===== src/usbirq_pkg.sv =====
// Constants for the USB device interrupt enable and gating block
package usbirq_pkg;

   ////////////////////////////////////////////////////////////////////////
   // Register byte addresses
   localparam logic [7:0]  IE0_OFS      = 8'h10;
   localparam logic [7:0]  CTRL_OFS     = 8'h20;
   localparam logic [7:0]  STAT_OFS     = 8'h24;

   ////////////////////////////////////////////////////////////////////////
   // Interrupt enable register fields
   localparam logic [15:0] IE0_RESET    = 16'h0000;
   localparam int          SRC_LSB      = 8;
   localparam int          BUS_PWR_BIT  = 15;
   localparam int          WAKEUP_BIT   = 14;
   localparam int          STATE_LSB    = 4;
   localparam int          STAGE_LSB    = 0;
   localparam logic [15:0] ALWAYS_RW    = 16'hc000;

   ////////////////////////////////////////////////////////////////////////
   // Output control register fields
   localparam int          SENSE_BIT    = 1;
   localparam int          POL_BIT      = 0;
   localparam logic [1:0]  CTRL_RESET   = 2'h0;

   ////////////////////////////////////////////////////////////////////////
   // Status register fields
   localparam int          PEND_LSB     = 0;
   localparam int          PIN_BIT      = 8;
   localparam int          NEG_BIT      = 9;
   localparam int          REQ_BIT      = 10;

   ////////////////////////////////////////////////////////////////////////
   // Edge mode negate window: 32 cycles of 48 MHz, least time, rounded up
   localparam int          NEG_LINK_CYC = 32;
   localparam int          LINK_MHZ     = 48;
   localparam int          CLK_MHZ      = 100;
   localparam int          NEG_CYCLES   =
      (NEG_LINK_CYC * CLK_MHZ + LINK_MHZ - 1) / LINK_MHZ;

endpackage


===== src/usbirq_pin_drive.sv =====
// Interrupt pin driver with edge mode negate window and polarity select
`timescale 1ns/1ps

module usbirq_pin_drive #(
   parameter int NEG_CYC = usbirq_pkg::NEG_CYCLES
) (
   // Clock, reset, enable
   input  wire logic clk,
   input  wire logic rst_b,
   input  wire logic ce,
   // Request and clear event
   input  wire logic irqReq,
   input  wire logic clearEvt,
   input  wire logic clkOn,
   // Output mode
   input  wire logic levelSense,
   input  wire logic activeHigh,
   // Pin and state
   output logic      irqPin,
   output logic      negating
);

   localparam int CW = $clog2(NEG_CYC + 1);

   logic [CW-1:0] negCnt_r;
   logic          asserted;

   ////////////////////////////////////////////////////////////////////////
   // Negate window, skipped while the controller clock is stopped
   always_ff @(posedge clk) begin
      if (!rst_b) begin
         negCnt_r <= '0;
      end else if (ce) begin
         if (!levelSense && clkOn && clearEvt && irqReq) begin
            negCnt_r <= CW'(NEG_CYC);
         end else if (negCnt_r != '0) begin
            negCnt_r <= negCnt_r - CW'(1);
         end
      end
   end

   assign negating = (negCnt_r != '0);
   // Level mode holds while any source stays pending
   assign asserted = irqReq && !(negating && !levelSense);

   ////////////////////////////////////////////////////////////////////////
   // Registered pin, idles at the negated level
   always_ff @(posedge clk) begin
      if (!rst_b) begin
         irqPin <= 1'b1;
      end else if (ce) begin
         irqPin <= activeHigh ? asserted : !asserted;
      end
   end

endmodule // usbirq_pin_drive


===== src/usbirq_enable_mask.sv =====
// USB device interrupt enable register, flag gating and request output
//
// The Wishbone slave port was decided locally.
`timescale 1ns/1ps

// Functional notes
// - 16-bit enable register at 0x10, read/write, cleared by both resets.
// - Bit 15 passes the bus power flag to the interrupt.
// - Bus power and wakeup enables stay writable with controller clock off.
// - Bit 14 passes the wakeup detect flag to the interrupt.
// - Bit 13 passes the frame start flag to the interrupt.
// - Bit 12 passes the device state change flag to the interrupt.
// - Bit 11 passes the control stage change flag to the interrupt.
// - Bit 10 passes the buffer drained or size error flag.
// - Bit 9 passes the buffer not ready flag to the interrupt.
// - Bit 8 passes the buffer ready flag to the interrupt.
// - Bit 7 lets bus reset set the device state flag.
// - Bit 6 lets set address set the device state flag.
// - Bit 5 lets set configuration set the device state flag.
// - Bit 4 lets suspend set the device state flag.
// - Bit 3 lets write status stage entry set the control stage flag.
// - Bit 2 lets read status stage entry set the control stage flag.
// - Bit 1 lets status stage completion set the control stage flag.
// - Bit 0 lets a sequence fault set the control stage flag.
// - Setup stage completion always sets the control stage flag.
// - Edge mode clear with others pending negates for 32 slow cycles, only with controller clock on.
// - Polarity bit zero is active low, one is active high.
module usbirq_enable_mask #(
   parameter int ADDR_W  = 8,
   parameter int NEG_CYC = usbirq_pkg::NEG_CYCLES
) (
   // Clock, reset, enable
   input  wire logic              clk,
   input  wire logic              rst_b,
   input  wire logic              ce,
   // Wishbone slave
   input  wire logic [ADDR_W-1:0] wbAdr,
   input  wire logic [31:0]       wbDatI,
   output logic      [31:0]       wbDatO,
   input  wire logic              wbWe,
   input  wire logic [3:0]        wbSel,
   input  wire logic              wbCyc,
   input  wire logic              wbStb,
   output logic                   wbAck,
   // Controller state
   input  wire logic              softReset,
   input  wire logic              internalClockOn,
   // Source flags, bit i pairs with enable bit 8+i
   input  wire logic [7:0]        srcFlags,
   input  wire logic              flagCleared,
   // Device state events: suspend, set config, set address, bus reset
   input  wire logic [3:0]        stateEvt,
   // Stage events: fault, done, read status, write status
   input  wire logic [3:0]        stageEvt,
   input  wire logic              setupDoneEvt,
   // Gated flag set strobes
   output logic                   deviceStateSet,
   output logic                   controlStageSet,
   // Interrupt
   output logic                   irqRequest,
   output logic                   irqPin,
   output logic      [15:0]       enableBits
);

   ////////////////////////////////////////////////////////////////////////
   // Declarations
   logic [15:0] ie_r;
   logic [1:0]  ctrl_r;
   logic        ack_r;
   logic [31:0] rdat_r;
   logic        dss_r;
   logic        css_r;
   logic        req_r;
   logic [7:0]  pend;
   logic        reqNxt;
   logic        access;
   logic        wrLo;
   logic        wrHi;
   logic [15:0] wrMask;
   logic [15:0] ieNxt;
   logic [31:0] rdNxt;
   logic        pinInt;
   logic        negating;
   logic [3:0]  stateHit;
   logic [3:0]  stageHit;

   ////////////////////////////////////////////////////////////////////////
   // Bus access decode
   assign access = wbCyc && wbStb && !ack_r;
   assign wrLo   = access && wbWe && wbSel[0];
   assign wrHi   = access && wbWe && wbSel[1];

   always_comb begin
      wrMask = 16'h0000;
      if (wrLo) begin
         wrMask[7:0] = 8'hff;
      end
      if (wrHi) begin
         wrMask[15:8] = 8'hff;
      end
      if (!internalClockOn) begin
         wrMask = wrMask & usbirq_pkg::ALWAYS_RW;
      end
   end

   assign ieNxt = (ie_r & ~wrMask) | (wbDatI[15:0] & wrMask);

   ////////////////////////////////////////////////////////////////////////
   // Enable register
   always_ff @(posedge clk) begin
      if (!rst_b) begin
         ie_r <= usbirq_pkg::IE0_RESET;
      end else if (ce) begin
         if (softReset) begin
            ie_r <= usbirq_pkg::IE0_RESET;
         end else if (wbAdr == ADDR_W'(usbirq_pkg::IE0_OFS)) begin
            ie_r <= ieNxt;
         end
      end
   end

   ////////////////////////////////////////////////////////////////////////
   // Output mode register, holds sense and polarity
   always_ff @(posedge clk) begin
      if (!rst_b) begin
         ctrl_r <= usbirq_pkg::CTRL_RESET;
      end else if (ce) begin
         if (softReset) begin
            ctrl_r <= usbirq_pkg::CTRL_RESET;
         end else if (wrLo && wbAdr == ADDR_W'(usbirq_pkg::CTRL_OFS)) begin
            ctrl_r <= wbDatI[1:0];
         end
      end
   end

   ////////////////////////////////////////////////////////////////////////
   // Per-source gating
   genvar gi;
   generate
      for (gi = 0; gi < 8; gi++) begin : g_src
         assign pend[gi] = srcFlags[gi] && ie_r[usbirq_pkg::SRC_LSB + gi];
      end
   endgenerate

   assign reqNxt = |pend;

   ////////////////////////////////////////////////////////////////////////
   // Event gating toward the flag register
   generate
      for (gi = 0; gi < 4; gi++) begin : g_evt
         assign stateHit[gi] =
            stateEvt[gi] && ie_r[usbirq_pkg::STATE_LSB + gi];
         assign stageHit[gi] =
            stageEvt[gi] && ie_r[usbirq_pkg::STAGE_LSB + gi];
      end
   endgenerate

   // Strobes are registered, so the flag sets one cycle after the event
   always_ff @(posedge clk) begin
      if (!rst_b) begin
         dss_r <= 1'b0;
         css_r <= 1'b0;
      end else if (ce) begin
         dss_r <= |stateHit;
         css_r <= (|stageHit) || setupDoneEvt;
      end
   end

   ////////////////////////////////////////////////////////////////////////
   // Registered request level
   always_ff @(posedge clk) begin
      if (!rst_b) begin
         req_r <= 1'b0;
      end else if (ce) begin
         req_r <= reqNxt;
      end
   end

   ////////////////////////////////////////////////////////////////////////
   // Pin driver
   usbirq_pin_drive #(
      .NEG_CYC    (NEG_CYC)
   ) u_pin (
      .clk        (clk),
      .rst_b      (rst_b),
      .ce         (ce),
      .irqReq     (reqNxt),
      .clearEvt   (flagCleared),
      .clkOn      (internalClockOn),
      .levelSense (ctrl_r[usbirq_pkg::SENSE_BIT]),
      .activeHigh (ctrl_r[usbirq_pkg::POL_BIT]),
      .irqPin     (pinInt),
      .negating   (negating)
   );

   ////////////////////////////////////////////////////////////////////////
   // Read mux, unmapped reads return zero
   always_comb begin
      rdNxt = 32'h0000_0000;
      if (wbAdr == ADDR_W'(usbirq_pkg::IE0_OFS)) begin
         rdNxt[15:0] = ie_r;
      end else if (wbAdr == ADDR_W'(usbirq_pkg::CTRL_OFS)) begin
         rdNxt[1:0] = ctrl_r;
      end else if (wbAdr == ADDR_W'(usbirq_pkg::STAT_OFS)) begin
         rdNxt[usbirq_pkg::PEND_LSB +: 8] = pend;
         rdNxt[usbirq_pkg::PIN_BIT]       = pinInt;
         rdNxt[usbirq_pkg::NEG_BIT]       = negating;
         rdNxt[usbirq_pkg::REQ_BIT]       = req_r;
      end
   end

   ////////////////////////////////////////////////////////////////////////
   // Wishbone answer: ack one cycle after the request, every address
   always_ff @(posedge clk) begin
      if (!rst_b) begin
         ack_r  <= 1'b0;
         rdat_r <= 32'h0000_0000;
      end else if (ce) begin
         ack_r <= access;
         if (access && !wbWe) begin
            rdat_r <= rdNxt;
         end
      end
   end

   ////////////////////////////////////////////////////////////////////////
   // Outputs
   assign wbAck           = ack_r;
   assign wbDatO          = rdat_r;
   assign deviceStateSet  = dss_r;
   assign controlStageSet = css_r;
   assign irqRequest      = req_r;
   assign irqPin          = pinInt;
   assign enableBits      = ie_r;

endmodule // usbirq_enable_mask


===== config.mk =====
export PLATFORM = sky130hd
export DESIGN_NAME = usbirq_enable_mask
export DESIGN_NICKNAME = d
export VERILOG_FILES = /design/src/usbirq_pkg.sv /design/src/usbirq_pin_drive.sv /design/src/usbirq_enable_mask.sv
export SDC_FILE = /design/constraint.sdc
export NUM_CORES = 1
export LEC_CHECK = 0
export BUFFER_PORTS_ARGS = -buffer_cell sky130_fd_sc_hd__buf_2
export CORE_UTILIZATION = 30
export CTS_CLUSTER_DIAMETER = 150
export CTS_CLUSTER_SIZE = 40
export DETAILED_ROUTE_END_ITERATION = 8
export PLACE_DENSITY_LB_ADDON = 0.25
export SYNTH_ARGS = -nofsm -noshare
export SYNTH_HDL_FRONTEND = slang
export SYNTH_HIERARCHICAL = 1
export SYNTH_SLANG_ARGS = --single-unit

===== constraint.sdc =====
create_clock -name clk -period 2.7 [get_ports clk]
set_input_delay 0 -clock clk [delete_from_list [all_inputs] [get_ports clk]]
set_output_delay 0 -clock clk [all_outputs]
set_load 0.005 [all_outputs]

Yosys cells after proc, flatten, opt, wreduce, memory -nomap -nowiden
Index checks and enable logic that the tools add are counted.
{"block": "totals", "regBits": 46, "inputBits": 70, "out_inout_bits": 53, "word_cells": 77}
{"block": "classes", "add_sub_neg": 1, "eq_ne": 3, "mux": 15, "bitwise": 4, "n_reduce_logical": 45}
{"op": "$and A16 B16 Y16", "n": 2}
{"op": "$mux W16", "n": 2}
{"op": "$logic_and A1 B1 Y1", "n": 28}
{"op": "$mux W11", "n": 2}
{"op": "$eq A8 B6 Y1 const B", "n": 2}
{"op": "$mux W8", "n": 2}
{"op": "$not A16 Y16", "n": 1}
{"op": "$or A16 B16 Y16", "n": 1}
{"op": "$mux W14", "n": 1}
{"op": "$mux W7", "n": 2}
{"op": "$mux W9", "n": 1}
{"op": "$eq A8 B5 Y1 const B", "n": 1}
{"op": "$reduce_and A2 Y1", "n": 4}
{"op": "$reduce_or A4 Y1", "n": 2}
{"op": "$reduce_or A8 Y1", "n": 1}
{"op": "$reduce_bool A7 Y1", "n": 1}
{"op": "$sub A7 B1 Y7 const B", "n": 1}
{"op": "$mux W2", "n": 3}
{"op": "$reduce_bool A2 Y1", "n": 3}
{"op": "$logic_not A1 Y1", "n": 5}
{"op": "$mux W5", "n": 1}
{"op": "$logic_or A1 B1 Y1", "n": 1}
{"op": "$mux W1", "n": 1}

Logic depth before layout (Yosys ltp)
{"block": "depth", "ltp_word": 11, "ltp_mapped": 7, "depth_no_buf": 7}

Cells and area by module
Netlist, hierarchy kept.
{"mod": "usbirq_enable_mask", "n_inst": 1, "cells_per_inst": 210, "area_each_um2": 1864.3, "seq_area_each_um2": 760.7}
{"mod": "usbirq_pin_drive", "n_inst": 1, "cells_per_inst": 51, "area_each_um2": 444.2, "seq_area_each_um2": 160.2}

Least setup slack after synthesis
OpenSTA, ideal clock, no wires.
{"block": "synth_path", "path_type": "reg2reg", "startpoint": "reg u_pin.negCnt_r[0]", "endpoint": "reg u_pin.irqPin", "setup_ns": 0.116, "arrival_time_ns": 1.378, "required_time_ns": 2.584, "path_slack_ns": 1.206, "stages_incl_launch_ff": 7, "n_path_buf": 0, "period_less_slack_ns": 1.494, "path_cell_list": "dfxtp_1 > inv_1 > ha_1 > nor3b_2 > a21oi_2 > or3_1 > a31o_1"}
{"block": "synth_between", "elab_chain_cells": 6}
{"element": "from (decl)", "line": "usbirq_pin_drive.sv:25", "source": "logic [CW-1:0] negCnt_r;"}
{"element": "from (signal assigned)", "line": "usbirq_pin_drive.sv:35", "source": "negCnt_r <= CW'(NEG_CYC);"}
{"element": "from (signal assigned)", "line": "usbirq_pin_drive.sv:37", "source": "negCnt_r <= negCnt_r - CW'(1);"}
{"element": "$reduce_bool A7 Y1 (*)", "line": "usbirq_pin_drive.sv:42", "source": "assign negating = (negCnt_r != '0);"}
{"element": "$logic_and A1 B1 Y1 (*)", "line": "usbirq_pin_drive.sv:44", "source": "assign asserted = irqReq && !(negating && !levelSense);"}
{"element": "$logic_not A1 Y1 (*)", "line": "usbirq_pin_drive.sv:44"}
{"element": "$logic_and A1 B1 Y1 (*)", "line": "usbirq_pin_drive.sv:44"}
{"element": "$logic_not A1 Y1", "line": "usbirq_pin_drive.sv:52", "source": "irqPin <= activeHigh ? asserted : !asserted;"}
{"element": "$mux W1 (*)", "line": "usbirq_pin_drive.sv:52"}
{"element": "to (signal assigned)", "line": "usbirq_pin_drive.sv:52"}
{"element": "to (decl)", "line": "usbirq_pin_drive.sv:19", "source": "output logic irqPin,"}
Mark *: on every way between the ends. The rest lies on a longest branch, timed or not.
A chain may end at the register's enable or synchronous reset.

Worst setup path after layout
{"block": "layout_path", "startpoint": "reg ack_r, in the netlist wbAck", "endpoint": "reg ie_r[4], in the netlist enableBits[4]"}
{"block": "layout_between", "elab_chain_cells": 11, "elab_cells_between_ends": 12, "classes_between": "mux (4); bitwise (4); reduce/logical (4)"}
{"element": "from (decl)", "line": "usbirq_enable_mask.sv:69", "source": "logic ack_r;"}
{"element": "from (signal assigned)", "line": "usbirq_enable_mask.sv:219", "source": "ack_r <= access;"}
{"element": "$logic_not A1 Y1 (*)", "line": "usbirq_enable_mask.sv:89", "source": "assign access = wbCyc && wbStb && !ack_r;"}
{"element": "$logic_and A1 B1 Y1 (*)", "line": "usbirq_enable_mask.sv:89"}
{"element": "$logic_and A1 B1 Y1 (*) (2 in series)", "line": "usbirq_enable_mask.sv:90", "source": "assign wrLo = access && wbWe && wbSel[0];"}
{"element": "$mux W8 (*)", "line": "usbirq_enable_mask.sv:95", "source": "if (wrLo) begin"}
{"element": "$mux W14 (*)", "line": "usbirq_enable_mask.sv:101", "source": "if (!internalClockOn) begin"}
{"element": "$not A16 Y16", "line": "usbirq_enable_mask.sv:106", "source": "assign ieNxt = (ie_r & ~wrMask) | (wbDatI[15:0] & wrMask);"}
{"element": "$and A16 B16 Y16", "line": "usbirq_enable_mask.sv:106"}
{"element": "$or A16 B16 Y16 (*)", "line": "usbirq_enable_mask.sv:106"}
{"element": "$mux W16 (*)", "line": "usbirq_enable_mask.sv:116", "source": "end else if (wbAdr == ADDR_W'(usbirq_pkg::IE0_OFS)) begin"}
{"element": "$mux W16 (*)", "line": "usbirq_enable_mask.sv:114", "source": "if (softReset) begin"}
{"element": "to (signal assigned)", "line": "usbirq_enable_mask.sv:112", "source": "ie_r <= usbirq_pkg::IE0_RESET;"}
{"element": "to (signal assigned)", "line": "usbirq_enable_mask.sv:115", "source": "ie_r <= usbirq_pkg::IE0_RESET;"}
{"element": "to (signal assigned)", "line": "usbirq_enable_mask.sv:117", "source": "ie_r <= ieNxt;"}
{"element": "to (decl)", "line": "usbirq_enable_mask.sv:67", "source": "logic [15:0] ie_r;"}
Mark *: on every way between the ends. The rest lies on a longest branch, timed or not. The select of a mux whose other input is x is not followed.

==> impl_results.md <==
- Category of the critical setup timing path: register to register
- Max-slew headroom: 0.4200
- Origin of the worst min-delay path: stageEvt[1]
- TNS Setup: 0 ns
- Total grt overflow: 0
- Worst EP required: 2.87 ns
- Clock slew at the register clock pins of the worst setup and hold paths: 0.09 ns
- Number of setup buffers added after CTS: 0
- Die X: 89.72 um
- Drt wl/cell: 14.57 um
- DIE AREA: 8050 sq um
- Clock Sinks: 46
- Post-route minimum period: 2.019 ns
- Reg2Reg Capture Point: enableBits[4]
- Crit start category: register
- Worst clock skew on the final layout: 0.009012 ns
- IR drop worst, VDD: 0.2035 mV
- Total CTS buffers: 5
- Async S/R FF share, synth: 0
- Part of the Yosys area used for sequential elements: 0.3989
- Status: finished clean
- Kind of end point of the critical path: register
- Wire length reported by the detailed router: 6700 um
- P&R area growth vs syn: 30.24%
- Distinct cell type count of the synthesized netlist: 56
- TritonCTS clock tree: done
- First-pass GRT wire length: 10820 um
- H-tree lvl count: 2
- Most frequent cells in the layout: buf_2 (88), dfxtp_1 (46), nand2_1 (28)
- # setup viols final: 0
- Ys flop type: dfxtp_1
- Library cell used as clock root buffer: clkbuf_8
- Total power draw: 1.683 mW
- Synth area leader: dfxtp_1
- Commonest non-fill, non-tap cell in the layout: buf_2
- Number of global-route vias before repair: 2112
- Adder-cell share of the synthesized area: 0.005420
- Number of cells produced by synthesis: 261
- Detail Placement HPWL: 5077 um
- Proportion of synthesized area in mux cells: 0.02602
- Crit path largest cell delay: 0.58 ns
- Main combinational cell family by area after synthesis: compound AO/OA/AOI/OAI gates
- Number of hold violations in the final report: 0
- Clock network latency to the later pin of the worst-skew pair: 0.30 ns
- Number of violations reported at the end of detailed-routing iteration 0: 83
- Setup slack after placement: 0.7230 ns
- Routability Congestion: 0.7612
- Synth top area cells: dfxtp_1 (40%), buf_4 (5.2%), nand2_1 (4.6%)
- Die extent in y: 89.72 um
- Core Box Area: 7331 sq um
- Reg2reg start: wbAck
- Final cycle utilization of the critical path: 0.7479
- Initial Util: 0.3149
- Xor-xnor portion of the synthesized cell area: 0.01518
- Worst hold margin: 0.004733 ns
- Synth Area in Compound Gates: 0.2575
- Vias after detailed routing: 2273
- RSZ-0062 raised after global routing: no
- Power Dens Cells: 559.9 nW/um^2
- DRC violations left: 0
- Chain of cells forming the critical path: and4b_1 > nand4_1 > o211ai_1 > o31ai_1
- Final slew viol count: 0
- 1st-pass router iterations: 4
- Synth warnings: 6
- Leakage power: 1.330 nW
- Slowest cell on the critical path: nand4_1
- Max Fclk: 495.2 MHz
- Combined global-route utilization of all metal layers: 0.1683
- Via count normalized by instance count: 4.941
- Number of maximum-capacitance violations: 0
- Data arrival time of the critical path: 2.19 ns
- Min-Delay Path Class: primary input to register
- Maximum number of pins on one net before global-route repair: 25
- Summed instance area of the synthesized netlist: 2308 sq um
- Crit path setup slack, layout: 0.6807 ns
- Area share of and/or/nand/nor cells after synthesis: 0.1962
- Maximum fanout along the worst path: 16
- Maximum clock path buffer count: 2
- Antenna-violating nets left: 0
- Layout cells sized above 1: 0.3186
- Layout net count: 431
- Slack of the worst reg-to-reg path: 0.68 ns
- Fraction of synthesized cell area taken by the top area cell type: 0.3989
- Synthesized area divided by synthesized cell count: 8.845 sq um
- Antenna Cells: 0
- Crit path to: enableBits[4]
- Site Rows: 31
- Core utilization of the finished layout: 0.4101
- Number of enable flip-flop cells after synthesis: 0
- Number of antenna violations at the first check in global routing: 0
- Launching element of the worst setup path: wbAck
- Flip-flop and latch count after synthesis: 46
- Boundary Pins: 123
- Count of buffers inserted at the top-level ports: 88
- Number of cells traversed by the worst register-to-register path: 4
- Slew at the pin with the worst max-slew slack: 0.8673 ns
## where the power goes
part	switching, mW	leakage [nW]	internal [mW]
logic	0.248	0.913	0.213
registers	0.0576	0.373	0.732
clock network	0.250	0.0441	0.182
## critical path: cells and delay by family, from the launching register on
family / cells / cell delay [ns]
DFF: 1 / 0.34
and+or+nand+nor: 2 / 1.00
AOI/OAI and AO/OA: 2 / 0.54
## registers in the layout, summed over array words and instances (netlist names)
name	cells
wbAck	1
u_pin/negCnt_r	7
irqRequest	1
controlStageSet	1
wbDatO	16
enableBits	16
ctrl_r	2
u_pin/irqPin	1
deviceStateSet	1
## area by class of cell
cell class,count,area (sq um)
Fill cell,771,4324
Multi-Input combinational cell,191,1219
Sequential cell,46,920.9
Timing Repair Buffer,106,615.6
Tap cell,99,123.9
Clock buffer,5,68.82
Inverter,10,37.54
Clock inverter,3,21.27
## metrics by stage
| step | cell area [sq um] | std cells |
|---|---|---|
| 6_report | 3007 | 460 |
| 5_1_grt | 3007 | 460 |
| 4_1_cts | 3007 | 460 |
| 3_5_place_dp | 2756 | 436 |
| 3_3_place_gp | 2756 | 436 |
| 2_1_floorplan | 2365 | 276 |
## Yosys cell counts (2+ instances only)
master / n
a21oi_1: 15
a221oi_1: 4
a22o_1: 3
a22oi_1: 4
a31oi_1: 3
a32o_1: 2
a32oi_1: 6
buf_2: 4
buf_4: 16
buf_6: 2
clkbuf_1: 5
clkbuf_2: 2
dfxtp_1: 46
inv_1: 9
mux2i_1: 6
nand2_1: 28
nand3_1: 11
nand4_1: 5
nor2_1: 12
nor3_1: 2
nor4b_1: 2
o211a_1: 4
o211ai_1: 7
o21ai_0: 15
o21ai_1: 2
o221a_2: 3
o31ai_1: 8
or2_2: 2
or3_1: 4
xor2_1: 3
## cell families (layout without fill, tap and decap cells)
kind of cell,after synthesis,count (layout)
xor+xnor,4,4
other cells,1,16
buf+inv,39,124
fa+ha+maj,1,1
flops,46,46
mux,6,6
compound gates,83,83
simple gates,81,81
## how the worst min path moves through the flow
stage,to,slack (ns),cells after the start
after global placement,enableBits[6],0.25,3
final,controlStageSet,0.005,3
after global routing,controlStageSet,0.03,3
after detailed placement,enableBits[6],0.25,3
after floorplan,controlStageSet,0.10,1
after CTS,controlStageSet,0.0005,3
## layer usage
| layer | track usage | share of wire | up-vias |
|---|---|---|---|
| met1 | 0.2089 | 0.46 | 1066 |
| met4 | 0.04918 | 0.012 | 0 |
| met3 | 0.04315 | 0.049 | 8 |
| met5 | 0 | 0 | - |
| li1 | - | - | 1136 |
| met2 | 0.2859 | 0.48 | 63 |
## what timing repair did
action | in CTS | in global routing
hold buffers | 16 | 0
resized for setup | 0 | 0
hold endpoints to repair | 18 | 0
(Power assumes the default switching activity.)
